$ cat src/design/pei_regs.svh
// peripheral event interconnect: power-mode codes and route permission masks
// assumes the includer uses the mode code at the width of the mode port
`ifndef PEI_REGS_SVH
`define PEI_REGS_SVH
`define PEI_MODE_RUN       3'h0
`define PEI_MODE_SLEEP     3'h1
`define PEI_MODE_LP_RUN    3'h2
`define PEI_MODE_LP_SLEEP  3'h3
`define PEI_MODE_STOP      3'h4
// permission masks, bit index = mode code
`define PEI_ALLOW_NO_STOP  5'h0f
`define PEI_ALLOW_ALL      5'h1f
`define PEI_ALLOW_RUN_SLP  5'h03
`endif

$ cat src/design/pei_pkg.sv
// peripheral event interconnect: shared types
// assumes nothing of its surroundings
package pei_pkg;
  typedef logic [2:0] pei_mode_t;   // power mode code
  typedef logic [4:0] pei_allow_t;  // one bit per mode
endpackage

$ cat src/design/pei_sync_if.sv
// pei_sync_if: carries one event between the matrix and a synchroniser
// assumes both ends share the destination clock
`timescale 1ns/100ps
interface pei_sync_if;
  logic ev_in;   // gated source level
  logic pulse;   // one-cycle destination trigger
  modport src (output ev_in, input pulse);
  modport dst (input ev_in, output pulse);
endinterface

$ cat src/design/pei_sync.sv
// pei_sync: two-flop synchroniser plus rising-edge pulse for one route
// assumes clock is the destination peripheral clock
`timescale 1ns/100ps
module pei_sync (
  input wire logic clock,
  input wire logic rst_n,
  pei_sync_if.dst  link
);
  logic meta;       // first stage, read only by stage two
  logic stable;     // second stage
  logic prev;       // previous stable value
  logic next_meta;
  logic next_stable;
  logic next_prev;

  // next values of the synchroniser chain
  always_comb begin
    next_meta   = link.ev_in;
    next_stable = meta;
    next_prev   = stable;
  end

  // register the chain
  always_ff @(posedge clock) begin
    if (!rst_n) begin
      meta   <= 1'b0;
      stable <= 1'b0;
      prev   <= 1'b0;
    end else begin
      meta   <= next_meta;
      stable <= next_stable;
      prev   <= next_prev;
    end
  end

  // one pulse per rising edge of the synchronised level
  assign link.pulse = stable & ~prev;

  // a pulse is never two cycles long
  single_pulse_a: assert property (@(posedge clock) disable iff (!rst_n)
    link.pulse |=> !link.pulse) else $error("trigger longer than one cycle");
endmodule

$ cat src/design/pei_matrix.sv
// pei_matrix: fixed event routes between peripherals, gated by power mode
// assumes all sources are levels on clock; each destination trigger is a pulse
// Notes on behaviour
// - events travel on fixed hardware paths
// - each route gated by its permitted modes
// - timer to timer blocked in stop
// - wakeup event to small timer, not stop
// - clock events to low-power timer always
// - oscillator as timer input, not stop
// - start-of-frame to recovery unit and timer, run/sleep
// - pins to timers not stop; low-power timer always
`timescale 1ns/100ps
`include "pei_regs.svh"
module pei_matrix
  import pei_pkg::*;
#(
  parameter int NUM_PINS = 2   // pin event inputs
) (
  input  wire logic                clock,
  input  wire logic                rst_n,
  input  wire logic [2:0]          power_mode,
  input  wire logic                analog_comparator_output,
  input  wire logic                any_timer_trgo,
  input  wire logic                rtc_wakeup,
  input  wire logic                rtc_event,
  input  wire logic                osc_clock_level,
  input  wire logic                usb_sof,
  input  wire logic [NUM_PINS-1:0] pin_event,
  output logic                     general_timer_a_trig,
  output logic                     small_timer_b_trig,
  output logic                     small_timer_c_trig,
  output logic                     general_timer_d_trig,
  output logic                     low_power_timer_trig,
  output logic                     clock_recovery_unit_sync,
  output logic                     internal_48mhz_oscillator_trim,
  output logic                     converter_trig
);
  localparam int NR = 9;  // number of routes
  localparam int ND = 8;  // number of destination triggers

  // refuse a pin count that leaves the pin routes without a source
  if (NUM_PINS < 1) begin : g_bad_pins
    $error("need at least one pin");
  end

  // route index map
  localparam int R_CMP_TIM = 0;
  localparam int R_CMP_LP  = 1;
  localparam int R_TIM_TIM = 2;
  localparam int R_RTC_B   = 3;
  localparam int R_RTC_LP  = 4;
  localparam int R_OSC_TIM = 5;
  localparam int R_SOF     = 6;
  localparam int R_PIN_TIM = 7;
  localparam int R_PIN_LP  = 8;

  // destination index map
  localparam int D_A    = 0;  // general timer a
  localparam int D_B    = 1;  // small timer b
  localparam int D_C    = 2;  // small timer c
  localparam int D_D    = 3;  // general timer d
  localparam int D_LP   = 4;  // low-power timer
  localparam int D_CRU  = 5;  // clock recovery unit
  localparam int D_TRIM = 6;  // oscillator trim
  localparam int D_CONV = 7;  // converter trigger

  logic [NR-1:0] src;     // raw source per route
  logic [NR-1:0] gated;   // source after mode gate
  logic [NR-1:0] trig;    // synchronised pulses
  pei_allow_t    allow [NR];
  logic          pin_any;
  pei_allow_t    mode_hot;  // one-hot of the current mode, zero if unknown

  assign pin_any = |pin_event;

  // fixed sources per route
  always_comb begin
    src            = '0;
    src[R_CMP_TIM] = analog_comparator_output;
    src[R_CMP_LP]  = analog_comparator_output;
    src[R_TIM_TIM] = any_timer_trgo;
    src[R_RTC_B]   = rtc_wakeup;
    src[R_RTC_LP]  = rtc_event;
    src[R_OSC_TIM] = osc_clock_level;
    src[R_SOF]     = usb_sof;
    src[R_PIN_TIM] = pin_any;
    src[R_PIN_LP]  = pin_any;
  end

  // fixed permission masks
  always_comb begin
    allow[R_CMP_TIM] = `PEI_ALLOW_NO_STOP;
    allow[R_CMP_LP]  = `PEI_ALLOW_ALL;
    allow[R_TIM_TIM] = `PEI_ALLOW_NO_STOP;
    allow[R_RTC_B]   = `PEI_ALLOW_NO_STOP;
    allow[R_RTC_LP]  = `PEI_ALLOW_ALL;
    allow[R_OSC_TIM] = `PEI_ALLOW_NO_STOP;
    allow[R_SOF]     = `PEI_ALLOW_RUN_SLP;
    allow[R_PIN_TIM] = `PEI_ALLOW_NO_STOP;
    allow[R_PIN_LP]  = `PEI_ALLOW_ALL;
  end

  // decode the mode code; the mask is never indexed past its width
  always_comb begin
    mode_hot = '0;
    case (power_mode)
      `PEI_MODE_RUN:      mode_hot[`PEI_MODE_RUN]      = 1'b1;
      `PEI_MODE_SLEEP:    mode_hot[`PEI_MODE_SLEEP]    = 1'b1;
      `PEI_MODE_LP_RUN:   mode_hot[`PEI_MODE_LP_RUN]   = 1'b1;
      `PEI_MODE_LP_SLEEP: mode_hot[`PEI_MODE_LP_SLEEP] = 1'b1;
      `PEI_MODE_STOP:     mode_hot[`PEI_MODE_STOP]     = 1'b1;
      default:            mode_hot = '0; // unknown codes block every route
    endcase
  end

  // one gate and one synchroniser per route
  for (genvar r = 0; r < NR; r++) begin : g_route
    pei_sync_if link ();
    logic mode_ok;
    // the route passes only in a mode that its mask permits
    assign mode_ok = |(allow[r] & mode_hot);
    assign gated[r] = src[r] & mode_ok;
    assign link.ev_in = gated[r];
    assign trig[r] = link.pulse;
    pei_sync u_sync (
      .clock (clock),
      .rst_n (rst_n),
      .link  (link)
    );
  end

  logic [ND-1:0] next_out; // next destination triggers
  logic [ND-1:0] out_q;    // registered destination triggers

  // destination fan-in
  always_comb begin
    next_out    = '0;
    next_out[D_A]    = trig[R_CMP_TIM] | trig[R_TIM_TIM] | trig[R_OSC_TIM] | trig[R_PIN_TIM];
    next_out[D_B]    = trig[R_CMP_TIM] | trig[R_TIM_TIM] | trig[R_RTC_B] | trig[R_OSC_TIM] | trig[R_PIN_TIM];
    next_out[D_C]    = trig[R_CMP_TIM] | trig[R_TIM_TIM] | trig[R_OSC_TIM] | trig[R_PIN_TIM];
    next_out[D_D]    = trig[R_TIM_TIM] | trig[R_SOF] | trig[R_OSC_TIM] | trig[R_PIN_TIM];
    next_out[D_LP]   = trig[R_CMP_LP] | trig[R_RTC_LP] | trig[R_PIN_LP];
    next_out[D_CRU]  = trig[R_SOF];
    next_out[D_TRIM] = trig[R_SOF];
    next_out[D_CONV] = trig[R_PIN_TIM];
  end

  // register outputs
  always_ff @(posedge clock) begin
    if (!rst_n) begin
      out_q <= '0;
    end else begin
      out_q <= next_out;
    end
  end

  assign general_timer_a_trig           = out_q[D_A];
  assign small_timer_b_trig             = out_q[D_B];
  assign small_timer_c_trig             = out_q[D_C];
  assign general_timer_d_trig           = out_q[D_D];
  assign low_power_timer_trig           = out_q[D_LP];
  assign clock_recovery_unit_sync       = out_q[D_CRU];
  assign internal_48mhz_oscillator_trim = out_q[D_TRIM];
  assign converter_trig                 = out_q[D_CONV];

  // in stop, held for the pipeline, no timer-to-timer pulse comes
  stop_blocks_tim_a: assert property (@(posedge clock) disable iff (!rst_n)
    (power_mode == `PEI_MODE_STOP) [*4] |-> !trig[R_TIM_TIM]) else $error("timer route active in stop");

  // outside run and sleep the start-of-frame route stays quiet
  stop_blocks_sof_a: assert property (@(posedge clock) disable iff (!rst_n)
    (power_mode >= `PEI_MODE_LP_RUN) [*4] |-> !trig[R_SOF]) else $error("sof route active outside run");

  // in stop the wakeup route to the small timer stays quiet
  stop_blocks_wake_a: assert property (@(posedge clock) disable iff (!rst_n)
    (power_mode == `PEI_MODE_STOP) [*4] |-> !trig[R_RTC_B]) else $error("wakeup route active in stop");

  // an unknown mode code, held for the pipeline, silences every route
  bad_mode_quiet_a: assert property (@(posedge clock) disable iff (!rst_n)
    (power_mode > `PEI_MODE_STOP) [*4] |-> trig == '0) else $error("route active in unknown mode");

  // the wakeup trigger reaches the small timer on the next cycle
  rtc_wake_path_a: assert property (@(posedge clock) disable iff (!rst_n)
    trig[R_RTC_B] |=> small_timer_b_trig) else $error("wakeup trigger lost");

  // a permitted wakeup edge reaches the small timer three cycles on
  wake_run_path_a: assert property (@(posedge clock) disable iff (!rst_n)
    ($rose(rtc_wakeup) && power_mode < `PEI_MODE_STOP) |=> ##2 small_timer_b_trig)
    else $error("wakeup edge lost");

  // a clock event edge reaches the low-power timer in every known mode
  lp_rtc_path_a: assert property (@(posedge clock) disable iff (!rst_n)
    ($rose(rtc_event) && power_mode <= `PEI_MODE_STOP) |=> ##2 low_power_timer_trig)
    else $error("rtc to lp timer lost");

  // a pin edge in stop still reaches the low-power timer
  pin_lp_stop_a: assert property (@(posedge clock) disable iff (!rst_n)
    (power_mode == `PEI_MODE_STOP && !pin_any) ##1 (power_mode == `PEI_MODE_STOP && pin_any)
    |=> ##2 low_power_timer_trig) else $error("pin to lp timer lost in stop");

  // a pin edge outside stop reaches small timer c and the converter
  pin_run_path_a: assert property (@(posedge clock) disable iff (!rst_n)
    ($rose(pin_any) && power_mode < `PEI_MODE_STOP) |=> ##2 (small_timer_c_trig && converter_trig))
    else $error("pin edge lost");

  // in stop neither the oscillator nor the pin timer route fires
  osc_stop_a: assert property (@(posedge clock) disable iff (!rst_n)
    (power_mode == `PEI_MODE_STOP) [*4] |-> !trig[R_OSC_TIM] && !trig[R_PIN_TIM]) else $error("osc route in stop");

  // an oscillator edge outside stop reaches a timer input
  osc_run_path_a: assert property (@(posedge clock) disable iff (!rst_n)
    ($rose(osc_clock_level) && power_mode < `PEI_MODE_STOP) |=> ##2 general_timer_d_trig)
    else $error("oscillator edge lost");

  // a timer edge outside stop triggers another timer
  timer_run_path_a: assert property (@(posedge clock) disable iff (!rst_n)
    ($rose(any_timer_trgo) && power_mode < `PEI_MODE_STOP) |=> ##2 general_timer_a_trig)
    else $error("timer edge lost");

  // the start-of-frame gate opens only in run or sleep
  gate_mode_a: assert property (@(posedge clock) disable iff (!rst_n)
    gated[R_SOF] |-> power_mode <= `PEI_MODE_SLEEP) else $error("sof gate wrong");

  // a start-of-frame edge in run or sleep reaches the recovery unit
  sof_run_path_a: assert property (@(posedge clock) disable iff (!rst_n)
    ($rose(usb_sof) && power_mode <= `PEI_MODE_SLEEP) |=> ##2 clock_recovery_unit_sync)
    else $error("sof edge lost");

  // the start-of-frame trigger also reaches the trim and the timer
  sof_timer_path_a: assert property (@(posedge clock) disable iff (!rst_n)
    trig[R_SOF] |=> general_timer_d_trig && internal_48mhz_oscillator_trim) else $error("sof timer lost");

  // the output stage adds exactly one cycle
  fixed_latency_a: assert property (@(posedge clock) disable iff (!rst_n)
    trig[R_SOF] |=> clock_recovery_unit_sync) else $error("sof latency not fixed");
endmodule

$ cat config.mk
export PLATFORM = sky130hd
export DESIGN_NAME = pei_matrix
export DESIGN_NICKNAME = d
export VERILOG_FILES = /design/src/design/pei_pkg.sv /design/src/design/pei_sync_if.sv /design/src/design/pei_sync.sv /design/src/design/pei_matrix.sv
export VERILOG_INCLUDE_DIRS = /design/src /design/src/design
export SDC_FILE = /design/constraint.sdc
export NUM_CORES = 1
export LEC_CHECK = 0
export BUFFER_PORTS_ARGS = -buffer_cell sky130_fd_sc_hd__buf_4
export CORE_UTILIZATION = 35
export CTS_BUF_LIST = sky130_fd_sc_hd__clkbuf_4 sky130_fd_sc_hd__clkbuf_8
export DETAILED_ROUTE_END_ITERATION = 10
export PLACE_DENSITY_LB_ADDON = 0.25
export RECOVER_POWER = 25
export SLEW_MARGIN = 20
export SYNTH_ARGS = -nofsm -noshare
export SYNTH_HDL_FRONTEND = slang
export SYNTH_SLANG_ARGS = --single-unit
$ cat constraint.sdc
create_clock -name clock -period 1.3 [get_ports clock]
set_input_delay 0.195 -clock clock [delete_from_list [all_inputs] [get_ports clock]]
set_output_delay 0.195 -clock clock [all_outputs]
set_load 0.02 [all_outputs]
==> results.ini, run 1 <==
[job]
drv_cap = 0

[floorplan]
chipWidth_um = 55.3
ios = 21
placeableCoreArea_um2 = 2590
die_y_um = 55.3
dieArea_um2 = 3060
num_rows = 18
start_util = 0.384

[drt]
drtPass1Iterations = 4
top_layer_used = met4
wl_um = 1260
route.met2.wl_um = 565
wl_per_cell_um = 9.06
wl_met3_um = 91
first_iter_violations = 10
drc = 0
routed_via_density = 4.19
vias = 582
final_antenna_net_count = 0
m1WireLength_um = 562

[clock_network]
clkTransAtPathRegs_ns = 0.09
postCtsSetupBuffers = 0
clkSinkCount = 33
cts_buffer_depth = 2
cts_tree = yes
cts_resized = 0
clkLatencyLatePin_ns = 0.32
cts_inserted_buffers = 5
cts_hold_buffers = 0
cts_max_level = 2
cts-root-buf = clkbuf_4

[logic_synthesis]
yosysTopAreaCell = dfxtp_1
syn_area_per_cell_um2 = 11.6
synth.top_cells.by_area = dfxtp_1 (66%), and2_1 (13%), nor2b_1 (5.0%), inv_1 (1.9%), o41ai_2 (1.6%)
synth_cell_types = 20
yosys_register_bits = 33
syn_nets = 99
syn_inst = 86
ys_seq_area_frac = 0.664
yosys_warnings = 0
yosys.area.top_type_share = 0.664
syn_area_um2 = 995

[timing]
finalHoldViolations = 0
max_freq_mhz = 958
slew_violations = 0
period_share = 0.803
finalSetupTns_ns = 0
setup_viol = 0
rsz0062_at_grt = no
finClkSkew_ns = 0.00417
tightest_slew_ns = 0.775
relSlewSlack = 0.483
setup_ws_ns = 0.257
finalCriticalPeriod_ns = 1.04

[grt]
antenna_found_initial = 0
grt_pass1_wl_um = 2350
grt_overflow = 0
grtUsageTotal = 0.105
grt_start_max_net_pins = 26
grt_pass1_vias = 605

[worst_setup_path]
r2r_end = out_q[3]$_SDFF_PN0_
ff2ff_path_depth = 3
worstPathMaxFanout = 2
start_kind = register
crit_required_ns = 1.52
r2r-start = g_route[2].u_sync.next_prev$_SDFF_PN0_
crit_type = register to register
crit_arrival_ns = 1.26
end_kind = register
r2r_slack_ns = 0.26

[worst_hold_path]
hold_depth = 2
min-delay-start = any_timer_trgo
min_path_type = primary input to register
min_to = g_route[2].u_sync.meta$_SDFF_PN0_

[power_and_ir_drop]
power.leakage_nw = 0.564
p_per_area_nw_per_um2 = 1430
vdd_drop_max_v = 0.000708

[cells_and_area]
antennaDiodeCount = 0
final_cell_mix = dfxtp_1 (33), and2_1 (20), buf_4 (18)
final_common_cell = dfxtp_1
drive_gt1_frac = 0.266
fin_nets = 122
area_delta_synth_final_pct = 22.0

[place]
portBuffers = 20
gp_congestion = 0.652
dp_slack_ns = 0.267

[status]
status = completed

## critical path: stages (launching register included)
cell and delay, ns:
dfxtp_1 0.32, nor2b_4 0.12, or2_0 0.21, o31a_1 0.29
## worst max-delay path by stage
stage	startpoint	end	cells after the start
2_1_floorplan	g_route[2].u_sync.next_prev$_SDFF_PN0_	out_q[3]$_SDFF_PN0_	3
6_report	g_route[2].u_sync.next_prev$_SDFF_PN0_	out_q[3]$_SDFF_PN0_	3
3_3_place_gp	g_route[2].u_sync.next_prev$_SDFF_PN0_	out_q[3]$_SDFF_PN0_	3
5_1_grt	g_route[7].u_sync.next_prev$_SDFF_PN0_	out_q[1]$_SDFF_PN0_	3
3_5_place_dp	g_route[2].u_sync.next_prev$_SDFF_PN0_	out_q[3]$_SDFF_PN0_	3
4_1_cts	g_route[2].u_sync.next_prev$_SDFF_PN0_	out_q[3]$_SDFF_PN0_	3
## cells by family after synthesis
family                 synth area share
buffers and inverters            0.0428
AND/OR/NAND/NOR                   0.248
AO/OA/AOI/OAI                    0.0453
flip-flops                        0.664
## cell usage after synthesis
library cell,n
and2_1,20
or2_0,1
buf_4,2
inv_1,5
o21ai_1,1
nor2b_1,8
buf_2,1
a222oi_1,1
and3_1,2
nor2b_4,1
nor2_1,2
o41ai_2,1
and3b_1,1
nand2_1,2
dfxtp_1,33
o21ai_0,1
and2_2,1
clkbuf_1,1
o31a_1,1
and2b_1,1
## power breakdown
group / internal, W / switching, W / leakage (nW)
registers: 0.00104 / 0.00000935 / 0.269
logic: 0.0000588 / 0.0000457 / 0.259
clock network: 0.000276 / 0.000298 / 0.0348
## metal layers
metal,up-vias,track usage
met3,6,0.0492
li1,309,-
met2,21,0.160
met1,246,0.105
met4,0,0.0964
met5,-,0
## registers in the layout (all words and copies together), names as in the netlist
register / count
g_route.u_sync.next_prev: 9
g_route.u_sync.meta: 9
g_route.u_sync.prev: 9
out_q: 6
## per-stage QoR
step / hold slack [ns] / utilization / total power, W / area, um2 / cells
after global routing: 0.0536 / 0.469 / 0.00182 / 1210 / 139
after detailed placement: 0.396 / 0.447 / 0.00119 / 1160 / 132
final: 0.0715 / 0.469 / 0.00173 / 1210 / 139
after floorplan: 0.312 / - / 0.00114 / 995 / 86
after CTS: 0.0574 / 0.470 / 0.00176 / 1220 / 139
after global placement: 0.399 / 0.447 / 0.00118 / 1160 / 132
## area by class of cell
class                   instances  area (um2)
well taps                      30        37.5
repair buffers                 20         146
flip-flops and latches         33         661
multi-input cells              44         292
fillers                       239        1380
clock buffers                   7        58.8
inverters                       5        18.8
Power figures use the tool's default switching activity.
==> run 2, diff against run 1 <==
- clock period: 1.3 -> 1 ns (I/O delays scaled with it)
==> results.ini, run 2 (synthesis results as in run 1) <==
[drt]
final_antenna_net_count = 0  ; unchanged
drc = 0  ; unchanged
drtPass1Iterations = 4  ; unchanged
wl_per_cell_um = 9.55  ; +5.4%
wl_um = 1330  ; +5.4%
routed_via_density = 4.15  ; -0.86%
vias = 577  ; -0.86%
first_iter_violations = 1  ; -9

[grt]
grt_pass1_wl_um = 2400  ; +2.3%
antenna_found_initial = 0  ; unchanged
grtUsageTotal = 0.108  ; +0.00287
grt_start_max_net_pins = 26  ; unchanged
grt_overflow = 0  ; unchanged
grt_pass1_vias = 563  ; -6.9%

[cells_and_area]
drive_gt1_frac = 0.312  ; +0.0459
final_util = 0.473  ; +0.00483
area_delta_synth_final_pct = 23.3
final_cells = 139  ; unchanged
antennaDiodeCount = 0  ; unchanged
final_common_cell = dfxtp_1
fin_nets = 122  ; unchanged
fillers = 242  ; +1.3%
final_cell_mix = dfxtp_1 (30), and2_1 (19), buf_4 (18)

[floorplan]
ios = 21  ; unchanged
num_rows = 18  ; unchanged
dieArea_um2 = 3060  ; unchanged
placeableCoreArea_um2 = 2590  ; unchanged
start_util = 0.384  ; unchanged
chipWidth_um = 55.3  ; unchanged
die_y_um = 55.3  ; unchanged

[worst_hold_path]
min-delay-start = any_timer_trgo
hold_depth = 2  ; unchanged
min_path_type = primary input to register
min_to = g_route[2].u_sync.meta$_SDFF_PN0_

[worst_setup_path]
crit_type = register to register
r2r_slack_ns = -0.02  ; -0.28 ns
r2r_end = out_q[1]$_SDFF_PN0_
end_kind = register
ff2ff_path_depth = 3  ; unchanged
start_kind = register
crit_arrival_ns = 1.23  ; -0.03 ns
r2r-start = g_route[0].u_sync.next_prev$_SDFF_PN0_
crit_required_ns = 1.21  ; -0.31 ns
worstPathMaxFanout = 2  ; unchanged

[timing]
tightest_slew_ns = 0.354  ; -0.422 ns
slew_violations = 0  ; unchanged
setup_viol = 1  ; +1
finalHoldViolations = 0  ; unchanged
finClkSkew_ns = 0.00421  ; +0.0000360 ns
setup_ws_ns = -0.0192  ; -0.276 ns
rsz0062_at_grt = yes
relSlewSlack = 0.764  ; +0.281
max_freq_mhz = 981  ; +2.4%
finalCriticalPeriod_ns = 1.02  ; -0.0241 ns
period_share = 1.02  ; +0.217

[clock_network]
cts-root-buf = clkbuf_4
cts_tree = yes
cts_max_level = 2  ; unchanged
cts_inserted_buffers = 5  ; unchanged
cts_buffer_depth = 2  ; unchanged
clkSinkCount = 33  ; unchanged
postCtsSetupBuffers = 0  ; unchanged
clkTransAtPathRegs_ns = 0.09  ; about the same
clkLatencyLatePin_ns = 0.32  ; about the same

[status]
violations = negative setup slack
status = finished, violations left

[job]
drv_cap = 0  ; unchanged

[power_and_ir_drop]
vdd_drop_max_v = 0.00105  ; +48%
p_per_area_nw_per_um2 = 1850  ; +29%
power.leakage_nw = 0.568  ; +0.72%

[place]
portBuffers = 20  ; unchanged
dp.cells = 132  ; unchanged
gp_congestion = 0.652  ; unchanged

-- run 2: report_power, final --
part	total (W)	switching (W)	internal, W
sequential	0.00137	0.0000129	0.00136
combinational	0.000137	0.0000596	0.0000777
clock	0.000753	0.000395	0.000359
-- run 2: through the flow --
step	instance area [um2]	hold slack, ns	setup WS (ns)	power, W	setup TNS [ns]
3_3_place_gp	1160	0.357	-0.00602	0.00154	-0.00602
6_report	1230	0.0246	-0.0192	0.00226	-0.0192
4_1_cts	1230	0.00902	-0.0285	0.00230	-0.0285
3_5_place_dp	1160	0.360	-0.0304	0.00154	-0.0379
2_1_floorplan	995	0.267	0.00140	0.00148	0
5_1_grt	1230	0.0101	-0.0812	0.00237	-0.143
-- run 2: repair_timing --
item                                    CTS  global route
hold buffers                              0             0
pin swaps                                 2             2
resized for setup                         3             2
endpoints found under the setup margin    3             6
-- run 2: critical path, stage by stage (launching register included) --
cell     delay [ns]
dfxtp_1        0.32
nor2b_4        0.12
o41ai_2        0.36
o21ai_1        0.10
-- run 2: cell type report --
class                   instances  area (um2)  area share
flip-flops and latches         33         664       0.542
repair buffers                 20         148       0.120
well taps                      30        37.5      0.0306
clock buffers                   7        58.8      0.0480
multi-input cells              44         299       0.244
inverters                       5        18.8      0.0153
-- run 2: worst max path at each step --
stage / cells after the start / end / slack, ns / from
after floorplan: 3 / out_q[3]$_SDFF_PN0_ / 0.001 / g_route[2].u_sync.next_prev$_SDFF_PN0_
after global placement: 3 / out_q[3]$_SDFF_PN0_ / -0.006 / g_route[2].u_sync.next_prev$_SDFF_PN0_
after detailed placement: 3 / out_q[3]$_SDFF_PN0_ / -0.03 / g_route[2].u_sync.next_prev$_SDFF_PN0_
after CTS: 3 / out_q[1]$_SDFF_PN0_ / -0.03 / g_route[0].u_sync.next_prev$_SDFF_PN0_
after global routing: 3 / out_q[1]$_SDFF_PN0_ / -0.08 / g_route[0].u_sync.next_prev$_SDFF_PN0_
final: 3 / out_q[1]$_SDFF_PN0_ / -0.02 / g_route[0].u_sync.next_prev$_SDFF_PN0_
-- run 2: layer usage --
layer | global-route usage | part of all wire | vias to the layer above
li1 | - | - | 309
met1 | 0.114 | 0.45 | 240
met2 | 0.160 | 0.43 | 24
met3 | 0.0703 | 0.084 | 4
met4 | 0.0643 | 0.027 | 0
met5 | 0 | 0 | -
